==> src/inc/can_mode_pkg.sv <==
// Package: constants and types for the CAN mode and transmit control block
package can_mode_pkg;

  // Register indices on the plain register port
  localparam logic [5:0] ADDR_MODE_CTRL = 6'h00;
  localparam logic [5:0] ADDR_MODE_STAT = 6'h01;
  localparam logic [5:0] ADDR_CONFIG = 6'h02;
  localparam logic [5:0] ADDR_BIT_TIMING = 6'h03;
  localparam logic [5:0] ADDR_FILTER = 6'h04;
  localparam logic [5:0] ADDR_MASK = 6'h05;
  localparam logic [5:0] ADDR_RX_CTRL = 6'h06;
  localparam logic [5:0] ADDR_ERR_CAPTURE = 6'h07;
  localparam logic [5:0] ADDR_ERR_COUNT = 6'h08;
  localparam logic [5:0] ADDR_WAKE = 6'h09;
  localparam logic [5:0] ADDR_TX_FLAGS = 6'h0A;
  localparam logic [5:0] ADDR_TXB_BASE = 6'h10;
  localparam logic [5:0] ADDR_TXB_STRIDE = 6'h10;

  // Buffer geometry
  localparam int TXB_COUNT = 3;
  localparam int TXB_BYTES = 14;
  localparam logic [3:0] TXB_CTRL_IDX = 4'h0;

  // Transmit buffer control byte fields
  localparam int TXC_PRIO_LO = 0;
  localparam int TXC_IE = 2;
  localparam int TXC_REQ = 3;
  localparam int TXC_ERR = 4;
  localparam int TXC_ARB = 5;
  localparam int TXC_ABT = 6;

  // Module control and receive mode byte fields
  localparam int MC_ABORT_ALL = 4;
  localparam int MC_RXM_LO = 0;

  // Recessive bits taken as an idle bus before disable
  localparam logic [3:0] IDLE_BITS = 4'hB;
  localparam logic [1:0] RXM_ERROR_RECOG = 2'h3;

  // Operating modes, written out in binary
  typedef enum logic [2:0] {
    MODE_NORMAL = 3'b000,
    MODE_DISABLE = 3'b001,
    MODE_LOOPBACK = 3'b010,
    MODE_LISTEN = 3'b011,
    MODE_CONFIG = 3'b100
  } op_mode_t;

  // Reset values
  localparam logic [7:0] MODE_CTRL_RST = 8'h80;

  // Bus request group carried as one struct
  typedef struct packed {
    logic [5:0] addr;
    logic [7:0] wdata;
    logic wr;
    logic rd;
  } reg_req_t;

  // Events from the protocol engine
  typedef struct packed {
    logic done;
    logic error;
    logic arb_lost;
  } tx_result_t;

  // Error capture snapshot
  typedef struct packed {
    logic sample;
    logic [6:0] state_vec;
    logic [7:0] bit_count;
  } err_capture_t;

endpackage

==> src/hdl/can_mode_ctrl.sv <==
// Module: CAN operating mode controller and transmit buffer scheduler
//
// Local design decisions: the address map and the address-and-strobe port.
`timescale 1ns/1ns
// ---------------------------------------------------------------
// ---------------------------------------------------------------
module can_mode_ctrl #(
  parameter int NUM_TXB = can_mode_pkg::TXB_COUNT,
  parameter int TXB_LEN = can_mode_pkg::TXB_BYTES
) (
  input wire logic clk,
  input wire logic sys_rst,
  input wire can_mode_pkg::reg_req_t req,
  output logic [7:0] rdata,
  input wire logic bus_rx,
  input wire logic bit_tick,
  input wire logic frame_active,
  input wire can_mode_pkg::tx_result_t tx_result,
  input wire logic proto_error,
  input wire can_mode_pkg::err_capture_t err_snapshot,
  input wire logic [7:0] tx_err_count_in,
  input wire logic [7:0] rx_err_count_in,
  output logic tx_start,
  output logic [1:0] tx_sel,
  output logic tx_enable,
  output logic ack_enable,
  output logic loopback,
  output logic rx_enable,
  output logic err_count_clear,
  output logic err_count_hold,
  output logic module_clk_en,
  output logic tx_pin_release,
  output logic rx_pin_release,
  output logic err_dump,
  output logic tx_done_irq,
  output logic tx_err_irq,
  output logic wake_irq,
  output logic [7:0] config_q,
  output logic [7:0] bit_timing_q,
  output logic [7:0] filter_q,
  output logic [7:0] mask_q
);

  // ---------------------------------------------------------------
  // Declarations
  // ---------------------------------------------------------------
  can_mode_pkg::op_mode_t mode_q;
  logic [7:0] mode_ctrl_q;
  logic [2:0] mode_request;
  logic [7:0] rx_ctrl_q;
  logic [3:0] idle_cnt_q;
  logic bus_idle;
  logic tx_busy_q;
  logic [1:0] cur_q;
  logic [NUM_TXB-1:0] transmit_request_q;
  logic [NUM_TXB-1:0] tx_aborted_flag_q;
  logic [NUM_TXB-1:0] tx_arbitration_lost_q;
  logic [NUM_TXB-1:0] tx_error_flag_q;
  logic [NUM_TXB-1:0] tx_done_flag_q;
  logic [NUM_TXB-1:0] abort_pend_q;
  logic [1:0] tx_priority_q [NUM_TXB];
  logic [NUM_TXB-1:0] tx_done_interrupt_enable_q;
  logic [7:0] txb_mem [NUM_TXB][TXB_LEN];
  logic invalid_message_flag_q;
  logic wake_flag_q;
  logic wake_interrupt_enable_q;
  can_mode_pkg::err_capture_t capture_q;
  logic in_config;
  logic pending_any;
  logic [1:0] best;
  logic best_valid;
  logic abort_all;
  logic [7:0] rdata_d;
  logic [1:0] buf_idx;
  logic [3:0] buf_off;
  logic buf_hit;
  logic [NUM_TXB-1:0] req_set;
  logic [NUM_TXB-1:0] req_clr_sw;

  assign mode_request = mode_ctrl_q[7:5];
  assign in_config = (mode_q == can_mode_pkg::MODE_CONFIG);
  assign pending_any = |transmit_request_q;
  assign bus_idle = (idle_cnt_q >= can_mode_pkg::IDLE_BITS);
  assign abort_all = mode_ctrl_q[can_mode_pkg::MC_ABORT_ALL];

  // Decode of transmit buffer window
  assign buf_hit = (req.addr >= can_mode_pkg::ADDR_TXB_BASE)
                 && ({1'b0, req.addr} < 7'(can_mode_pkg::ADDR_TXB_BASE) + 7'(NUM_TXB) * 7'(can_mode_pkg::ADDR_TXB_STRIDE));
  assign buf_idx = 2'((req.addr - can_mode_pkg::ADDR_TXB_BASE) >> 4);
  assign buf_off = req.addr[3:0];

  // ---------------------------------------------------------------
  // Mode control
  // ---------------------------------------------------------------
  // Module control register and receive mode register
  always_ff @(posedge clk or posedge sys_rst) begin
    if (sys_rst) begin
      mode_ctrl_q <= can_mode_pkg::MODE_CTRL_RST;
      rx_ctrl_q <= 8'h00;
      wake_interrupt_enable_q <= 1'b0;
    end else if (req.wr) begin
      if (req.addr == can_mode_pkg::ADDR_MODE_CTRL) begin
        mode_ctrl_q <= req.wdata;
      end
      if (req.addr == can_mode_pkg::ADDR_RX_CTRL) begin
        rx_ctrl_q <= req.wdata;
      end
      if (req.addr == can_mode_pkg::ADDR_WAKE) begin
        wake_interrupt_enable_q <= req.wdata[1];
      end
    end
  end

  // Count recessive bits to detect an idle bus
  always_ff @(posedge clk or posedge sys_rst) begin
    if (sys_rst) begin
      idle_cnt_q <= 4'h0;
    end else if (bit_tick) begin
      if (!bus_rx) begin
        idle_cnt_q <= 4'h0;
      end else if (!bus_idle) begin
        idle_cnt_q <= idle_cnt_q + 4'h1;
      end
    end
  end

  // Mode status follows the request once it is safe
  always_ff @(posedge clk or posedge sys_rst) begin
    if (sys_rst) begin
      mode_q <= can_mode_pkg::MODE_CONFIG;
    end else if (mode_request != mode_q) begin
      case (mode_request)
        can_mode_pkg::MODE_CONFIG: begin
          if (!pending_any && !tx_busy_q && !frame_active) begin
            mode_q <= can_mode_pkg::MODE_CONFIG;
          end
        end
        can_mode_pkg::MODE_DISABLE: begin
          if (!pending_any && !tx_busy_q && (!frame_active || bus_idle)) begin
            mode_q <= can_mode_pkg::MODE_DISABLE;
          end
        end
        can_mode_pkg::MODE_NORMAL, can_mode_pkg::MODE_LISTEN, can_mode_pkg::MODE_LOOPBACK: begin
          if (!pending_any && !tx_busy_q) begin
            mode_q <= can_mode_pkg::op_mode_t'(mode_request);
          end
        end
        default: begin
          mode_q <= mode_q;
        end
      endcase
    end
  end

  // Per-mode controls toward protocol engine and pins
  always_comb begin
    tx_enable = (mode_q == can_mode_pkg::MODE_NORMAL) || (mode_q == can_mode_pkg::MODE_LOOPBACK);
    ack_enable = (mode_q == can_mode_pkg::MODE_NORMAL);
    loopback = (mode_q == can_mode_pkg::MODE_LOOPBACK);
    rx_enable = !in_config && (mode_q != can_mode_pkg::MODE_DISABLE);
    err_count_clear = in_config || (mode_q == can_mode_pkg::MODE_LISTEN);
    err_count_hold = (mode_q == can_mode_pkg::MODE_DISABLE);
    module_clk_en = (mode_q != can_mode_pkg::MODE_DISABLE) || frame_active;
    tx_pin_release = (mode_q == can_mode_pkg::MODE_DISABLE) || loopback;
    rx_pin_release = (mode_q == can_mode_pkg::MODE_DISABLE);
  end

  // ---------------------------------------------------------------
  // Protected registers
  // ---------------------------------------------------------------
  // Writes land only while in configuration mode
  always_ff @(posedge clk or posedge sys_rst) begin
    if (sys_rst) begin
      config_q <= 8'h00;
      bit_timing_q <= 8'h00;
      filter_q <= 8'h00;
      mask_q <= 8'h00;
    end else if (req.wr && in_config) begin
      if (req.addr == can_mode_pkg::ADDR_CONFIG) begin
        config_q <= req.wdata;
      end
      if (req.addr == can_mode_pkg::ADDR_BIT_TIMING) begin
        bit_timing_q <= req.wdata;
      end
      if (req.addr == can_mode_pkg::ADDR_FILTER) begin
        filter_q <= req.wdata;
      end
      if (req.addr == can_mode_pkg::ADDR_MASK) begin
        mask_q <= req.wdata;
      end
    end
  end

  // ---------------------------------------------------------------
  // Wake and error capture
  // ---------------------------------------------------------------
  // Wake flag set by dominant bus while disabled; set beats clear
  always_ff @(posedge clk or posedge sys_rst) begin
    if (sys_rst) begin
      wake_flag_q <= 1'b0;
    end else if ((mode_q == can_mode_pkg::MODE_DISABLE) && !bus_rx) begin
      wake_flag_q <= 1'b1;
    end else if (req.wr && (req.addr == can_mode_pkg::ADDR_WAKE) && req.wdata[0]) begin
      wake_flag_q <= 1'b0;
    end
  end
  assign wake_irq = wake_flag_q && wake_interrupt_enable_q;

  // Snapshot on protocol error in error recognition
  assign err_dump = proto_error && rx_enable
                  && (rx_ctrl_q[can_mode_pkg::MC_RXM_LO +: 2] == can_mode_pkg::RXM_ERROR_RECOG);
  always_ff @(posedge clk or posedge sys_rst) begin
    if (sys_rst) begin
      capture_q <= '0;
    end else if (err_dump) begin
      capture_q <= err_snapshot;
    end
  end

  // ---------------------------------------------------------------
  // Transmit buffers
  // ---------------------------------------------------------------
  // Buffer storage; refused while its request is set
  always_ff @(posedge clk) begin
    if (req.wr && buf_hit && (buf_off != can_mode_pkg::TXB_CTRL_IDX)
        && (32'(buf_off) < TXB_LEN) && !transmit_request_q[buf_idx]) begin
      txb_mem[buf_idx][buf_off] <= req.wdata;
    end
  end

  // Highest priority ready buffer, ties to higher number
  always_comb begin
    best = 2'h0;
    best_valid = 1'b0;
    for (int i = 0; i < NUM_TXB; i++) begin
      if (transmit_request_q[i] && !abort_pend_q[i]
          && (!best_valid || tx_priority_q[i] >= tx_priority_q[best])) begin
        best = 2'(i);
        best_valid = 1'b1;
      end
    end
  end

  // Start a frame when the bus is idle and transmit allowed
  assign tx_start = best_valid && !tx_busy_q && tx_enable && bus_idle && !frame_active
                  && (mode_request == mode_q);
  assign tx_sel = cur_q;

  always_ff @(posedge clk or posedge sys_rst) begin
    if (sys_rst) begin
      tx_busy_q <= 1'b0;
      cur_q <= 2'h0;
      invalid_message_flag_q <= 1'b0;
    end else begin
      if (tx_start) begin
        tx_busy_q <= 1'b1;
        cur_q <= best;
      end else if (tx_busy_q && (tx_result.done || tx_result.error || tx_result.arb_lost)) begin
        tx_busy_q <= 1'b0;
      end
      if (tx_busy_q && tx_result.error) begin
        invalid_message_flag_q <= 1'b1;
      end else if (req.wr && (req.addr == can_mode_pkg::ADDR_TX_FLAGS) && req.wdata[7]) begin
        invalid_message_flag_q <= 1'b0;
      end
    end
  end

  // Per-buffer control and flags
  genvar g;
  generate
    for (g = 0; g < NUM_TXB; g++) begin : g_txb
      logic ctrl_wr;
      logic mine;
      assign ctrl_wr = req.wr && buf_hit && (buf_idx == 2'(g)) && (buf_off == can_mode_pkg::TXB_CTRL_IDX);
      assign mine = tx_busy_q && (cur_q == 2'(g));
      assign req_set[g] = ctrl_wr && req.wdata[can_mode_pkg::TXC_REQ] && !transmit_request_q[g];
      assign req_clr_sw[g] = (ctrl_wr && !req.wdata[can_mode_pkg::TXC_REQ]) || abort_all;

      always_ff @(posedge clk or posedge sys_rst) begin
        if (sys_rst) begin
          transmit_request_q[g] <= 1'b0;
          tx_aborted_flag_q[g] <= 1'b0;
          tx_arbitration_lost_q[g] <= 1'b0;
          tx_error_flag_q[g] <= 1'b0;
          tx_done_flag_q[g] <= 1'b0;
          abort_pend_q[g] <= 1'b0;
          tx_priority_q[g] <= 2'h0;
          tx_done_interrupt_enable_q[g] <= 1'b0;
        end else begin
          if (ctrl_wr && !transmit_request_q[g]) begin
            tx_priority_q[g] <= req.wdata[can_mode_pkg::TXC_PRIO_LO +: 2];
            tx_done_interrupt_enable_q[g] <= req.wdata[can_mode_pkg::TXC_IE];
          end
          if (req_set[g]) begin
            transmit_request_q[g] <= 1'b1;
            tx_aborted_flag_q[g] <= 1'b0;
            tx_arbitration_lost_q[g] <= 1'b0;
            tx_error_flag_q[g] <= 1'b0;
          end else if (mine && tx_result.done) begin
            transmit_request_q[g] <= 1'b0;
            abort_pend_q[g] <= 1'b0;
          end else if (mine && (tx_result.error || tx_result.arb_lost)) begin
            tx_error_flag_q[g] <= tx_result.error;
            tx_arbitration_lost_q[g] <= tx_result.arb_lost;
            if (abort_pend_q[g] || req_clr_sw[g]) begin
              transmit_request_q[g] <= 1'b0;
              tx_aborted_flag_q[g] <= 1'b1;
              abort_pend_q[g] <= 1'b0;
            end
          end else if (transmit_request_q[g] && req_clr_sw[g]) begin
            if (mine || (tx_start && best == 2'(g))) begin
              abort_pend_q[g] <= 1'b1;
            end else begin
              transmit_request_q[g] <= 1'b0;
              tx_aborted_flag_q[g] <= 1'b1;
            end
          end
          if (mine && tx_result.done) begin
            tx_done_flag_q[g] <= 1'b1;
          end else if (req.wr && (req.addr == can_mode_pkg::ADDR_TX_FLAGS) && req.wdata[g]) begin
            tx_done_flag_q[g] <= 1'b0;
          end
        end
      end
    end
  endgenerate

  assign tx_done_irq = |(tx_done_flag_q & tx_done_interrupt_enable_q);
  assign tx_err_irq = invalid_message_flag_q;

  // ---------------------------------------------------------------
  // Read path
  // ---------------------------------------------------------------
  // Read mux, data returned the cycle after the strobe
  always_comb begin
    rdata_d = 8'h00;
    case (req.addr)
      can_mode_pkg::ADDR_MODE_CTRL: rdata_d = mode_ctrl_q;
      can_mode_pkg::ADDR_MODE_STAT: rdata_d = {mode_q, 4'h0, in_config};
      can_mode_pkg::ADDR_CONFIG: rdata_d = config_q;
      can_mode_pkg::ADDR_BIT_TIMING: rdata_d = bit_timing_q;
      can_mode_pkg::ADDR_FILTER: rdata_d = filter_q;
      can_mode_pkg::ADDR_MASK: rdata_d = mask_q;
      can_mode_pkg::ADDR_RX_CTRL: rdata_d = rx_ctrl_q;
      can_mode_pkg::ADDR_ERR_CAPTURE: rdata_d = capture_q[7:0];
      can_mode_pkg::ADDR_ERR_COUNT: rdata_d = capture_q[15:8];
      can_mode_pkg::ADDR_WAKE: rdata_d = {6'h00, wake_interrupt_enable_q, wake_flag_q};
      can_mode_pkg::ADDR_TX_FLAGS: rdata_d = {invalid_message_flag_q, 4'h0, tx_done_flag_q[2:0]};
      default: begin
        if (buf_hit && buf_off == can_mode_pkg::TXB_CTRL_IDX) begin
          rdata_d = {1'b0, tx_aborted_flag_q[buf_idx], tx_arbitration_lost_q[buf_idx],
                     tx_error_flag_q[buf_idx], transmit_request_q[buf_idx],
                     tx_done_interrupt_enable_q[buf_idx], tx_priority_q[buf_idx]};
        end else if (buf_hit && 32'(buf_off) < TXB_LEN) begin
          rdata_d = txb_mem[buf_idx][buf_off];
        end
      end
    endcase
  end

  always_ff @(posedge clk or posedge sys_rst) begin
    if (sys_rst) begin
      rdata <= 8'h00;
    end else if (req.rd) begin
      rdata <= rdata_d;
    end else begin
      rdata <= 8'h00;
    end
  end

endmodule // can_mode_ctrl

==> config.mk <==
export PLATFORM = sky130hd
export DESIGN_NAME = can_mode_ctrl
export DESIGN_NICKNAME = d
export VERILOG_FILES = /design/src/inc/can_mode_pkg.sv /design/src/hdl/can_mode_ctrl.sv
export SDC_FILE = /design/constraint.sdc
export NUM_CORES = 1
export LEC_CHECK = 0
export BUFFER_PORTS_ARGS = -buffer_cell sky130_fd_sc_hd__buf_2
export CORE_MARGIN = 2
export CORE_UTILIZATION = 47
export CTS_BUF_LIST = sky130_fd_sc_hd__clkbuf_4 sky130_fd_sc_hd__clkbuf_8 sky130_fd_sc_hd__clkbuf_16
export DETAILED_ROUTE_END_ITERATION = 10
export PLACE_DENSITY = 0.75
export SYNTH_ARGS = -nofsm -noshare
export SYNTH_HDL_FRONTEND = slang
export SYNTH_SLANG_ARGS = --single-unit
==> constraint.sdc <==
create_clock -name clk -period 4.4 [get_ports clk]
set_input_delay 0.44 -clock clk [delete_from_list [all_inputs] [get_ports clk]]
set_output_delay 0.44 -clock clk [all_outputs]
set_load 0.005 [all_outputs]
==> metrics.md, run 1 <==
| Metric | Value |
|---|---|
| Die area | `42,900 µm²` |
| Slew Limit Headroom | `22.8%` |
| Post-Route WL | `51.9 mm` |
| Ys flop type | `edfxtp_1` |
| Worst Tran Pin Value | `1.16 ns` |
| Netlist cell types | `86` |
| Crit path max fanout | `17` |
| PortBufs | `96` |
| Sequential share of power | `51.0%` |
| Max stage delay on crit path | `0.63 ns` |
| Hold Path Cell Cnt | `3` |
| Final non-filler cell total | `2,027` |
| Power Total | `9.51 mW` |
| Worst R2R End | `transmit_request_q[0]` |
| Worst path required time | `3.96 ns` |
| Tmin final | `3.40 ns` |
| Core footprint | `40,700 µm²` |
| Cells after Synth | `1,338` |
| Hold Startpoint | `err_snapshot[5]` |
| Tot GR Track Use | `23.9%` |
| Max frequency | `294 MHz` |
| Synth top area share | `52.0%` |
| Die width | `207 µm` |
| Post-CTS setup buffer count | `0` |
| Comb power frac | `10.1%` |
| Leakage Power | `8.20 nW` |
| Setup TNS | `0 ns` |
| Crit. End Element | `output port` |
| Vias | `12,600` |
| Clk root buf | `clkbuf_16` |
| Largest net degree at the start of global routing | `83` |
| Worst endpoint data arrival time | `2.96 ns` |
| Sequential fraction of the synthesis area | `66.5%` |
| Largest area contributor in the netlist | `edfxtp_1` |
| First-pass iteration count of the detailed router | `5` |
| Reg2reg setup slack | `1.03 ns` |
| WHS | `0.0705 ns` |
| Ant. Diodes | `0` |
| Die span in y | `207 µm` |
| Initial antenna violation count | `0` |
| RSZ-0062 raised after global routing | `no` |
| Most frequent cell after synthesis | `edfxtp_1` |
| Clock sinks | `448` |
| Routability congestion estimate | `0.931` |
| Vias/cell | `6.21` |
| P_sw | `2.31 mW` |
| Hold EP | `capture_q[5]` |
| Max Slew Vio Count | `0` |
| Hold Buf Count CTS | `0` |
| Largest cells by area after synthesis | `edfxtp_1 52%, dfrtp_1 14%, mux2_2 5.7%, mux4_2 4.9%, nand2_1 2.5%` |
| Cell Chain, Critical Path | `xor2_1, nand2_1, nand4_1, clkinv_1, buf_2` |
| Ys async rst share | `25.0%` |
| Final ANT Viol Nets | `0` |
| IO Count | `113` |
| CTS tree | `built` |
| Final period util | `77.3%` |
| Routed WL per cell | `25.6 µm` |
| First-pass GRT wire length | `77.7 mm` |
| Critical-path top delay cell | `dfstp_2` |
| Sw Ratio | `24.2%` |
| Run status | `completed` |
| Count of cells resized by post-cts repair | `0` |
| Pint | `7.21 mW` |
| Iteration-0 DRC Markers | `1,723` |
| Final setup fails | `0` |
| Synth Warn # | `0` |
| Vias in the first global route | `12,600` |
| Mean post-synth cell area | `14.5 µm²` |
| Layout cells sized above 1 | `24.8%` |
| Bufs on Longest Clock Path | `3` |
| Clock power share | `39.0%` |
| Htree depth | `2` |
| Min-Delay Path Class | `in2reg` |
| Post-synth EDFFs | `336` |
| Max_cap viols | `0` |
| Mapped cell area | `19,400 µm²` |
| VDD IR max | `380 µV` |
| Yosys reg bits | `448` |
| Cell Rows | `74` |
| # DRC | `0` |
| Final hold violation count | `0` |
| FF-to-FF Start | `tx_priority_q[2]` |
| Startpoint types | `flop` |
| Worst Skew | `0.0198 ns` |
| Gr ovfl total | `0` |
| Worst Reg-to-Reg Cells | `13` |
| Fill count | `3,298` |
| Critical path class | `reg2out` |
| Clock Latency Late Sink | `0.57 ns` |
| Reg clk slew, reported paths | `0.06 ns` |
| Design area | `22,000 µm²` |
| PD cells | `433 nW/µm²` |
| CTS buffer count | `45` |
| Post-DP HPWL | `33.9 mm` |
| Initial Util | `47.6%` |
| Area after DPL | `20,500 µm²` |
| Final nets | `1,527` |
| Syn-to-layout area delta | `13.2%` |
| Placed Cells | `1,945` |
| List of most frequent post-synthesis cells | `336 x edfxtp_1, 129 x nand2_1, 110 x dfrtp_1, 98 x mux2_2, 92 x nor2_1` |
==> cells by family (layout without fill, tap and decap cells) <==
family / after synthesis / count (layout) / share of synthesized area [%]
fa+ha+maj: 10 / 10 / 0.645
xor+xnor: 4 / 4 / 0.181
buf+inv: 100 / 234 / 2.45
compound gates: 244 / 244 / 8.94
simple gates: 347 / 347 / 8.45
other cells: 1 / 24 / 0.0193
flops: 448 / 448 / 66.5
mux: 184 / 184 / 12.8
==> critical path: cells and delay by family (launching register included) <==
family                    cells  cell delay (ns)
DFF                           1             0.63
xor gates and xnor gates      1             0.18
and+or+nand+nor               2             0.68
buffers and inverters         2             0.91
==> power by group through the flow <==
stage          clock network, mW  logic, mW  registers [mW]
6_report                    3.71      0.957            4.85
5_1_grt                     3.91       1.04            4.86
4_1_cts                     3.76      0.949            4.84
3_5_place_dp                   0      0.943            4.93
3_3_place_gp                   0      0.920            4.92
2_1_floorplan                  0      0.617            4.86
==> how the worst max path moves through the flow <==
stage                   start              end  slack, ns  cells past startpoint
floorplan             sys_rst  abort_pend_q[0]       1.00                      1
global placement      req[14]   txb_mem[0][60]       0.85                      9
detailed placement    req[14]   txb_mem[0][60]       0.80                      9
CTS                 mode_q[2]         err_dump       1.02                      5
global route        mode_q[2]         err_dump       0.79                      5
finish              mode_q[2]         err_dump        1.0                      5
==> layout by cell type, fill, tap and decap left out, drive strengths merged, types with 4 or more instances in the layout <==
| master | n |
|---|---|
| o21ai | 52 |
| buf | 129 |
| mux4 | 42 |
| nor3b | 7 |
| o211ai | 9 |
| nor4 | 8 |
| a21oi | 40 |
| or2 | 5 |
| a211oi | 7 |
| conb | 24 |
| o221ai | 5 |
| a31oi | 10 |
| o22ai | 10 |
| and3 | 10 |
| inv | 22 |
| mux2i | 44 |
| nor2b | 17 |
| o32ai | 5 |
| o21a | 5 |
| a221oi | 18 |
| a221o | 4 |
| nor3 | 22 |
| clkinv | 17 |
| mux2 | 98 |
| nand2 | 131 |
| nor2 | 94 |
| edfxtp | 336 |
| clkbuf | 64 |
| o22a | 5 |
| a22o | 6 |
| nand2b | 14 |
| nand3 | 19 |
| a31o | 6 |
| dfrtp | 110 |
| ha | 10 |
| a222oi | 5 |
| o32a | 4 |
| nand3b | 5 |
| a22oi | 21 |
==> routing by layer <==
| layer | vias to the layer above | share of wire [%] | global-route usage [%] |
|---|---|---|---|
| met5 | - | 0 | 0 |
| met4 | 0 | 3.2 | 7.61 |
| met3 | 114 | 10 | 5.67 |
| met2 | 736 | 47 | 38.3 |
| met1 | 6356 | 39 | 32.3 |
| li1 | 5380 | - | - |
==> final cells by class <==
| type | instances | area (µm²) | area share (%) |
|---|---|---|---|
| Clock buffer | 64 | 1300 | 5.92 |
| Clock inverter | 18 | 141 | 0.644 |
| Inverter | 23 | 88.8 | 0.405 |
| Multi-Input combinational cell | 813 | 6120 | 27.9 |
| Sequential cell | 448 | 12900 | 58.7 |
| Tap cell | 532 | 666 | 3.03 |
| Timing Repair Buffer | 129 | 749 | 3.41 |
==> per-stage QoR <==
step | util [%] | setup slack, ns
6_report | 53.9 | 0.997
3_5_place_dp | 50.4 | 0.801
3_3_place_gp | 50.4 | 0.853
5_1_grt | 53.9 | 0.787
2_1_floorplan | - | 1.00
4_1_cts | 53.9 | 1.02
==> state kept, by name, summed over array words and instances, names as in the netlist, 4 cells and up <==
| register | count |
|---|---|
| bit_timing_q | 8 |
| capture_q | 16 |
| config_q | 8 |
| filter_q | 8 |
| idle_cnt_q | 4 |
| mask_q | 8 |
| mode_ctrl_q | 8 |
| rdata | 8 |
| rx_ctrl_q | 8 |
| tx_priority_q | 6 |
| txb_mem | 336 |
Power figures use the tool's default switching activity.
==> inputs of run 2 (changes only) <==
Settings changed: PLACE_DENSITY 0.75 to 0.78.
Clock period 4.4 ns to 2.8 ns, I/O delays scaled along.
==> metrics.md, run 2 (synthesis results as in run 1) <==
| Metric | Value |
|---|---|
| Run status | `complete, but fails checks (was completed)` |
| Failing checks | `negative setup slack` |
| PortBufs | `96 (unchanged)` |
| Htree depth | `2 (unchanged)` |
| Worst Tran Pin Value | `1.10 ns (was 1.16 ns)` |
| Iteration-0 DRC Markers | `1,880 (was 1,723)` |
| CTS tree | `built (unchanged)` |
| Placed Cells | `2,031 (was 1,945)` |
| Critical-path top delay cell | `dfrtp_1 (was dfstp_2)` |
| Hold EP | `tx_arbitration_lost_q[0] (was capture_q[5])` |
| Die span in y | `207 µm (unchanged)` |
| Worst Path Buf+Inv | `1 (was 2)` |
| Max stage delay on crit path | `0.34 ns (was 0.63 ns)` |
| Critical path class | `reg2reg (was reg2out)` |
| Die area | `42,900 µm² (unchanged)` |
| Clock Latency Late Sink | `0.57 ns (about the same)` |
| Largest net degree at the start of global routing | `113 (was 83)` |
| First-pass iteration count of the detailed router | `6 (was 5)` |
| Post-Route WL | `54.0 mm (was 51.9 mm)` |
| Crit. End Element | `flop (was output port)` |
| Max frequency | `352 MHz` |
| Cell Chain, Critical Path | `inv_1, ha_1, nand2b_4, a211o_1, nor2b_4, mux2_4, ha_4, nand2b_4, a21oi_4, o2111ai_4, o21ai_2, a21oi_1, a21oi_1 (was xor2_1, nand2_1, nand4_1, clkinv_1, buf_2)` |
| Vias | `13,200 (was 12,600)` |
| Min-Delay Path Class | `in2reg (unchanged)` |
| Startpoint types | `flop (unchanged)` |
| Vias in the first global route | `13,100 (was 12,600)` |
| Final period util | `101%` |
| Final setup fails | `5 (was 0)` |
| Top reg by flops | `txb_mem (unchanged)` |
| Worst Reg-to-Reg Cells | `13 (unchanged)` |
| PD cells | `672 nW/µm² (was 433 nW/µm²)` |
| Cell Rows | `74 (unchanged)` |
| Worst Skew | `0.0308 ns (was 0.0198 ns)` |
| Final hold violation count | `0 (unchanged)` |
| Gr ovfl total | `0 (unchanged)` |
| Final non-filler cell total | `2,137 (was 2,027)` |
| Final ANT Viol Nets | `0 (unchanged)` |
| Max reg flops | `336 (unchanged)` |
| Commonest cells after routing, fill and taps aside | `336 x edfxtp_1, 129 x nand2_1, 112 x buf_4 (was 336 x edfxtp_1, 129 x nand2_1, 110 x dfrtp_1)` |
| Initial Util | `47.6% (unchanged)` |
| FF-to-FF Start | `tx_priority_q[2] (unchanged)` |
| Commonest non-fill, non-tap cell in the layout | `edfxtp_1 (unchanged)` |
| Placement Setup Slack | `-0.243 ns (was 0.801 ns)` |
| Die width | `207 µm (unchanged)` |
| Reg clk slew, reported paths | `0.06 ns (about the same)` |
| IO Count | `113 (unchanged)` |
| Leakage Power | `8.84 nW (was 8.20 nW)` |
| Vias/cell | `6.20 (was 6.21)` |
| Hold Path Cell Cnt | `3 (unchanged)` |
| WHS | `0.0836 ns (was 0.0705 ns)` |
| Layout cells sized above 1 | `31.4% (was 24.8%)` |
| Routed WL per cell | `25.2 µm (was 25.6 µm)` |
| P_sw | `3.80 mW (was 2.31 mW)` |
| Initial antenna violation count | `2 (was 0)` |
| Sequential share of power | `48.9% (was 51.0%)` |
| Post-DP HPWL | `36.0 mm (was 33.9 mm)` |
| Worst path required time | `3.28 ns (was 3.96 ns)` |
| Tot GR Track Use | `24.7% (was 23.9%)` |
| Final nets | `1,634 (was 1,527)` |
| Bufs on Longest Clock Path | `3 (unchanged)` |
| Worst R2R End | `abort_pend_q[0] (was transmit_request_q[0])` |
| CTS buffer count | `46 (was 45)` |
| Core footprint | `40,700 µm² (unchanged)` |
| Power Total | `15.6 mW (was 9.51 mW)` |
| Delay-heaviest family, CP | `compound AO/OA/AOI/OAI gates (was buffers and inverters)` |
| Clock sinks | `448 (unchanged)` |
| Syn-to-layout area delta | `19.6% (was 13.2%)` |
| # DRC | `0 (unchanged)` |
| Slew Limit Headroom | `26.4% (was 22.8%)` |
| Hold Startpoint | `tx_result[0] (was err_snapshot[5])` |
| Max_cap viols | `0 (unchanged)` |
| Reg2reg setup slack | `-0.04 ns (was 1.03 ns)` |
| VDD IR max | `618 µV (was 380 µV)` |
| Routability congestion estimate | `0.943 (was 0.931)` |
| Sw Ratio | `24.4% (was 24.2%)` |
| Comb power frac | `10.9% (was 10.1%)` |
| Crit path max fanout | `3 (was 17)` |
| RSZ-0062 raised after global routing | `yes (was no)` |
| Max Slew Vio Count | `0 (unchanged)` |
| Largest regs | `txb_mem (336), capture_q (16) (unchanged)` |
| Crit path setup slack, layout | `-0.0395 ns (was 0.997 ns)` |
| Tmin final | `2.84 ns` |
| First-pass GRT wire length | `81.0 mm (was 77.7 mm)` |
| Worst endpoint data arrival time | `3.32 ns (was 2.96 ns)` |
| Clk root buf | `clkbuf_16 (unchanged)` |
| Pint | `11.8 mW (was 7.21 mW)` |
| Clock power share | `40.2% (was 39.0%)` |
[run 2: how the worst max path moves through the flow]
stage | end | slack (ns) | start | depth (start not counted)
3_5_place_dp | transmit_request_q[0] | -0.24 | tx_priority_q[2] | 13
3_3_place_gp | tx_aborted_flag_q[0] | -0.19 | tx_priority_q[2] | 13
2_1_floorplan | txb_mem[2][16] | -0.12 | req[14] | 11
4_1_cts | abort_pend_q[2] | -0.003 | tx_priority_q[4] | 12
5_1_grt | abort_pend_q[0] | -0.13 | tx_priority_q[2] | 13
6_report | abort_pend_q[0] | -0.04 | tx_priority_q[2] | 13
[run 2: final cells by class]
class,count,area (µm²)
sequential,448,12900
clock inverter,22,220
tap,532,666
antenna,1,2.50
multi-input combinational,813,6300
fill,3096,17500
clock buffer,63,1330
timing repair buffer,235,1690
inverter,23,90.1
[run 2: routing by layer]
metal | up-vias | share of wire [%] | global-route usage [%]
li1 | 5618 | - | -
met1 | 6614 | 39 | 34.3
met2 | 854 | 47 | 38.7
met3 | 151 | 11 | 5.75
met4 | 2 | 3.3 | 8.05
met5 | - | 0.030 | 0
[run 2: stage by stage]
step	utilization, %	setup TNS, ns	instance area [µm²]
final	56.9	-0.0614	23200
after global routing	56.9	-0.504	23200
after CTS	56.9	-0.00335	23200
after detailed placement	52.4	-1.40	21300
after global placement	52.4	-0.958	21300
after floorplan	-	-5.51	19600
[run 2: power groups by stage]
stage / clock network (mW) / logic [mW] / registers (mW)
2_1_floorplan: 0 / 0.975 / 7.63
3_3_place_gp: 0 / 1.54 / 7.73
3_5_place_dp: 0 / 1.59 / 7.74
4_1_cts: 6.31 / 1.66 / 7.61
5_1_grt: 6.60 / 1.82 / 7.63
6_report: 6.27 / 1.70 / 7.62
[run 2: timing repair]
action,in CTS,in global routing
hold buffers,19,0
pin swaps,10,11
setup endpoints to repair,10,11
setup buffers,0,1
gates resized for setup,16,7
endpoints found under the hold margin,129,0
[run 2: worst min-delay path, cell delays in order]
cell and delay (ns):
buf_2 0.15, nand2_1 0.09, a21oi_1 0.06
==> inputs of run 3 (changes only) <==
Settings changed: PLACE_DENSITY 0.78 to 0.75.
Clock period 2.8 ns to 3.6 ns, I/O delays scaled along.
==> metrics.md, run 3 (synthesis results as in run 1) <==
| Metric | Value |
|---|---|
| Final hold violation count | `0 (unchanged)` |
| Comb power frac | `10.2% (was 10.9%)` |
| Run status | `completed (was complete, but fails checks)` |
| Crit path max fanout | `17 (was 3)` |
| Worst endpoint data arrival time | `3.02 ns (was 3.32 ns)` |
| Hold Buf Count CTS | `13 (was 19)` |
| PD cells | `522 nW/µm² (was 672 nW/µm²)` |
| Tmin final | `3.38 ns` |
| Vias in the first global route | `12,900 (was 13,100)` |
| Crit. End Element | `output port (was flop)` |
| Sequential share of power | `50.6% (was 48.9%)` |
| Routability congestion estimate | `0.965 (was 0.943)` |
| Min-Delay Path Class | `in2reg (unchanged)` |
| Worst Tran Pin Value | `1.14 ns (was 1.10 ns)` |
| Clock Latency Late Sink | `0.57 ns (about the same)` |
| First-pass iteration count of the detailed router | `6 (unchanged)` |
| Clk root buf | `clkbuf_16 (unchanged)` |
| Initial antenna violation count | `0 (was 2)` |
| Final ANT Viol Nets | `0 (unchanged)` |
| Max stage delay on crit path | `0.66 ns (was 0.34 ns)` |
| Die span in y | `207 µm (unchanged)` |
| WHS | `0.00541 ns (was 0.0836 ns)` |
| Post-CTS setup buffer count | `0 (unchanged)` |
| Max frequency | `296 MHz` |
| # DRC | `0 (unchanged)` |
| Max Slew Vio Count | `0 (unchanged)` |
| Ant. Diodes | `0 (was 1)` |
| Largest net degree at the start of global routing | `81 (was 113)` |
| RSZ-0062 raised after global routing | `no (was yes)` |
| Slew Limit Headroom | `23.9% (was 26.4%)` |
| IO Count | `113 (unchanged)` |
| Clock power share | `39.1% (was 40.2%)` |
| Gr ovfl total | `0 (unchanged)` |
| Final nets | `1,584 (was 1,634)` |
| Worst Skew | `0.0228 ns (was 0.0308 ns)` |
| Critical-path top delay cell | `clkinv_1 (was dfrtp_1)` |
| Final Core Density | `55.0% (was 56.9%)` |
| CTS buffer count | `45 (was 46)` |
| Post-DP HPWL | `34.5 mm (was 36.0 mm)` |
| Pint | `8.82 mW (was 11.8 mW)` |
| Cell Rows | `74 (unchanged)` |
| Die area | `42,900 µm² (unchanged)` |
| Leakage Power | `8.48 nW (was 8.84 nW)` |
| Bufs on Longest Clock Path | `3 (unchanged)` |
| Worst Path Buf+Inv | `2 (was 1)` |
| Vias/cell | `6.19 (was 6.20)` |
| Cell Chain, Critical Path | `xor2_1, nand2_1, nand4_1, clkinv_1, buf_2 (was inv_1, ha_1, nand2b_4, a211o_1, nor2b_4, mux2_4, ha_4, nand2b_4, a21oi_4, o2111ai_4, o21ai_2, a21oi_1, a21oi_1)` |
| Setup TNS | `0 ns (was -0.0614 ns)` |
| Sw Ratio | `24.6% (was 24.4%)` |
| Top reg by flops | `txb_mem (unchanged)` |
| Core footprint | `40,700 µm² (unchanged)` |
| P_sw | `2.88 mW (was 3.80 mW)` |
| Fill count | `3,240 (was 3,096)` |
| Htree depth | `2 (unchanged)` |
| VDD IR max | `474 µV (was 618 µV)` |
| Syn-to-layout area delta | `15.6% (was 19.6%)` |
| Tot GR Track Use | `24.4% (was 24.7%)` |
| Reg clk slew, reported paths | `0.07 ns (was 0.06 ns)` |
| CTS tree | `built (unchanged)` |
| First-pass GRT wire length | `80.3 mm (was 81.0 mm)` |
| Final setup fails | `0 (was 5)` |
| Die width | `207 µm (unchanged)` |
| Routed WL per cell | `25.3 µm (was 25.2 µm)` |
| PortBufs | `96 (unchanged)` |
| Critical path class | `reg2out (was reg2reg)` |
| Final period util | `94.0%` |
| Clock sinks | `448 (unchanged)` |
| Post-Route WL | `52.7 mm (was 54.0 mm)` |
| Layout cells sized above 1 | `26.8% (was 31.4%)` |
| Max_cap viols | `0 (unchanged)` |
| Largest regs | `txb_mem (336), capture_q (16) (unchanged)` |
| Max reg flops | `336 (unchanged)` |
| Startpoint types | `flop (unchanged)` |
| Commonest cells after routing, fill and taps aside | `336 x edfxtp_1, 129 x nand2_1, 110 x dfrtp_1 (was 336 x edfxtp_1, 129 x nand2_1, 112 x buf_4)` |
| Worst path required time | `3.24 ns (was 3.28 ns)` |
| Vias | `12,900 (was 13,200)` |
| Delay-heaviest family, CP | `buffers and inverters (was compound AO/OA/AOI/OAI gates)` |
| Iteration-0 DRC Markers | `1,895 (was 1,880)` |
| Count of cells resized by post-cts repair | `0 (was 16)` |
| Initial Util | `47.6% (unchanged)` |
| Commonest non-fill, non-tap cell in the layout | `edfxtp_1 (unchanged)` |
| Power Total | `11.7 mW (was 15.6 mW)` |
==> run 3: cell types whose count changed in the layout (fill, tap and decap cells not counted), sizes merged, moves of 2 or more <==
cell / delta
clkbuf: -2
bufinv: -3
buf: -43
clkinvlp: +3
dlygate4sd3: -6
==> run 3: area by class of cell <==
class                   instances  area [µm²]  share of cell area [%]
flip-flops and latches        448       12900                    57.5
well taps                     532         666                    2.97
clock inverters                23         155                   0.692
inverters                      23        88.8                   0.396
repair buffers                186        1210                    5.40
clock buffers                  61        1290                    5.74
multi-input cells             813        6120                    27.3
==> run 3: worst reg2reg max path, cell delays in order (launching register included) <==
cell,delay (ns)
dfrtp_1,0.38
inv_1,0.06
ha_1,0.29
nand2b_1,0.16
a211o_1,0.30
nor2b_1,0.18
mux2_2,0.28
ha_1,0.26
nand2b_1,0.14
a21oi_1,0.30
o2111ai_1,0.22
o21ai_0,0.35
o21ai_0,0.12
o21ai_0,0.17
==> run 3: power groups by stage <==
stage	Combinational, mW	Sequential (mW)	Clock (mW)
after floorplan	0.754	5.93	0
after global placement	1.14	6.02	0
after detailed placement	1.17	6.03	0
after CTS	1.19	5.92	4.62
after global routing	1.30	5.94	4.84
final	1.20	5.93	4.58
==> run 3: final timing paths <==
kind,from,end,slack [ns],cells after the start
min in group asynchronous,sys_rst,capture_q[10],0.02,2
setup reg to reg,tx_priority_q[2],transmit_request_q[0],0.33,13
hold / removal,err_snapshot[6],capture_q[6],0.005,3
max in group asynchronous,sys_rst,tx_error_flag_q[1],2.72,3
hold reg to reg,capture_q[4],capture_q[4],0.50,2
setup / recovery,mode_q[2],err_dump,0.22,5
==> run 3: metrics by stage <==
stage          std cells  area [µm²]  setup WS (ns)
2_1_floorplan       1361       19500          0.284
3_3_place_gp        1989       20800          0.408
3_5_place_dp        1989       20800          0.400
4_1_cts             2086       22400          0.332
5_1_grt             2086       22400         0.0771
6_report            2086       22400          0.216
==> run 3: metal layers <==
| metal | global-route usage, % | vias to the layer above | wire, µm |
|---|---|---|---|
| met4 | 8.97 | 0 | 1860 |
| met2 | 37.5 | 807 | 24500 |
| met1 | 34.7 | 6469 | 21100 |
| met5 | 0 | - | 0 |
| met3 | 4.73 | 132 | 5320 |
| li1 | - | 5503 | - |
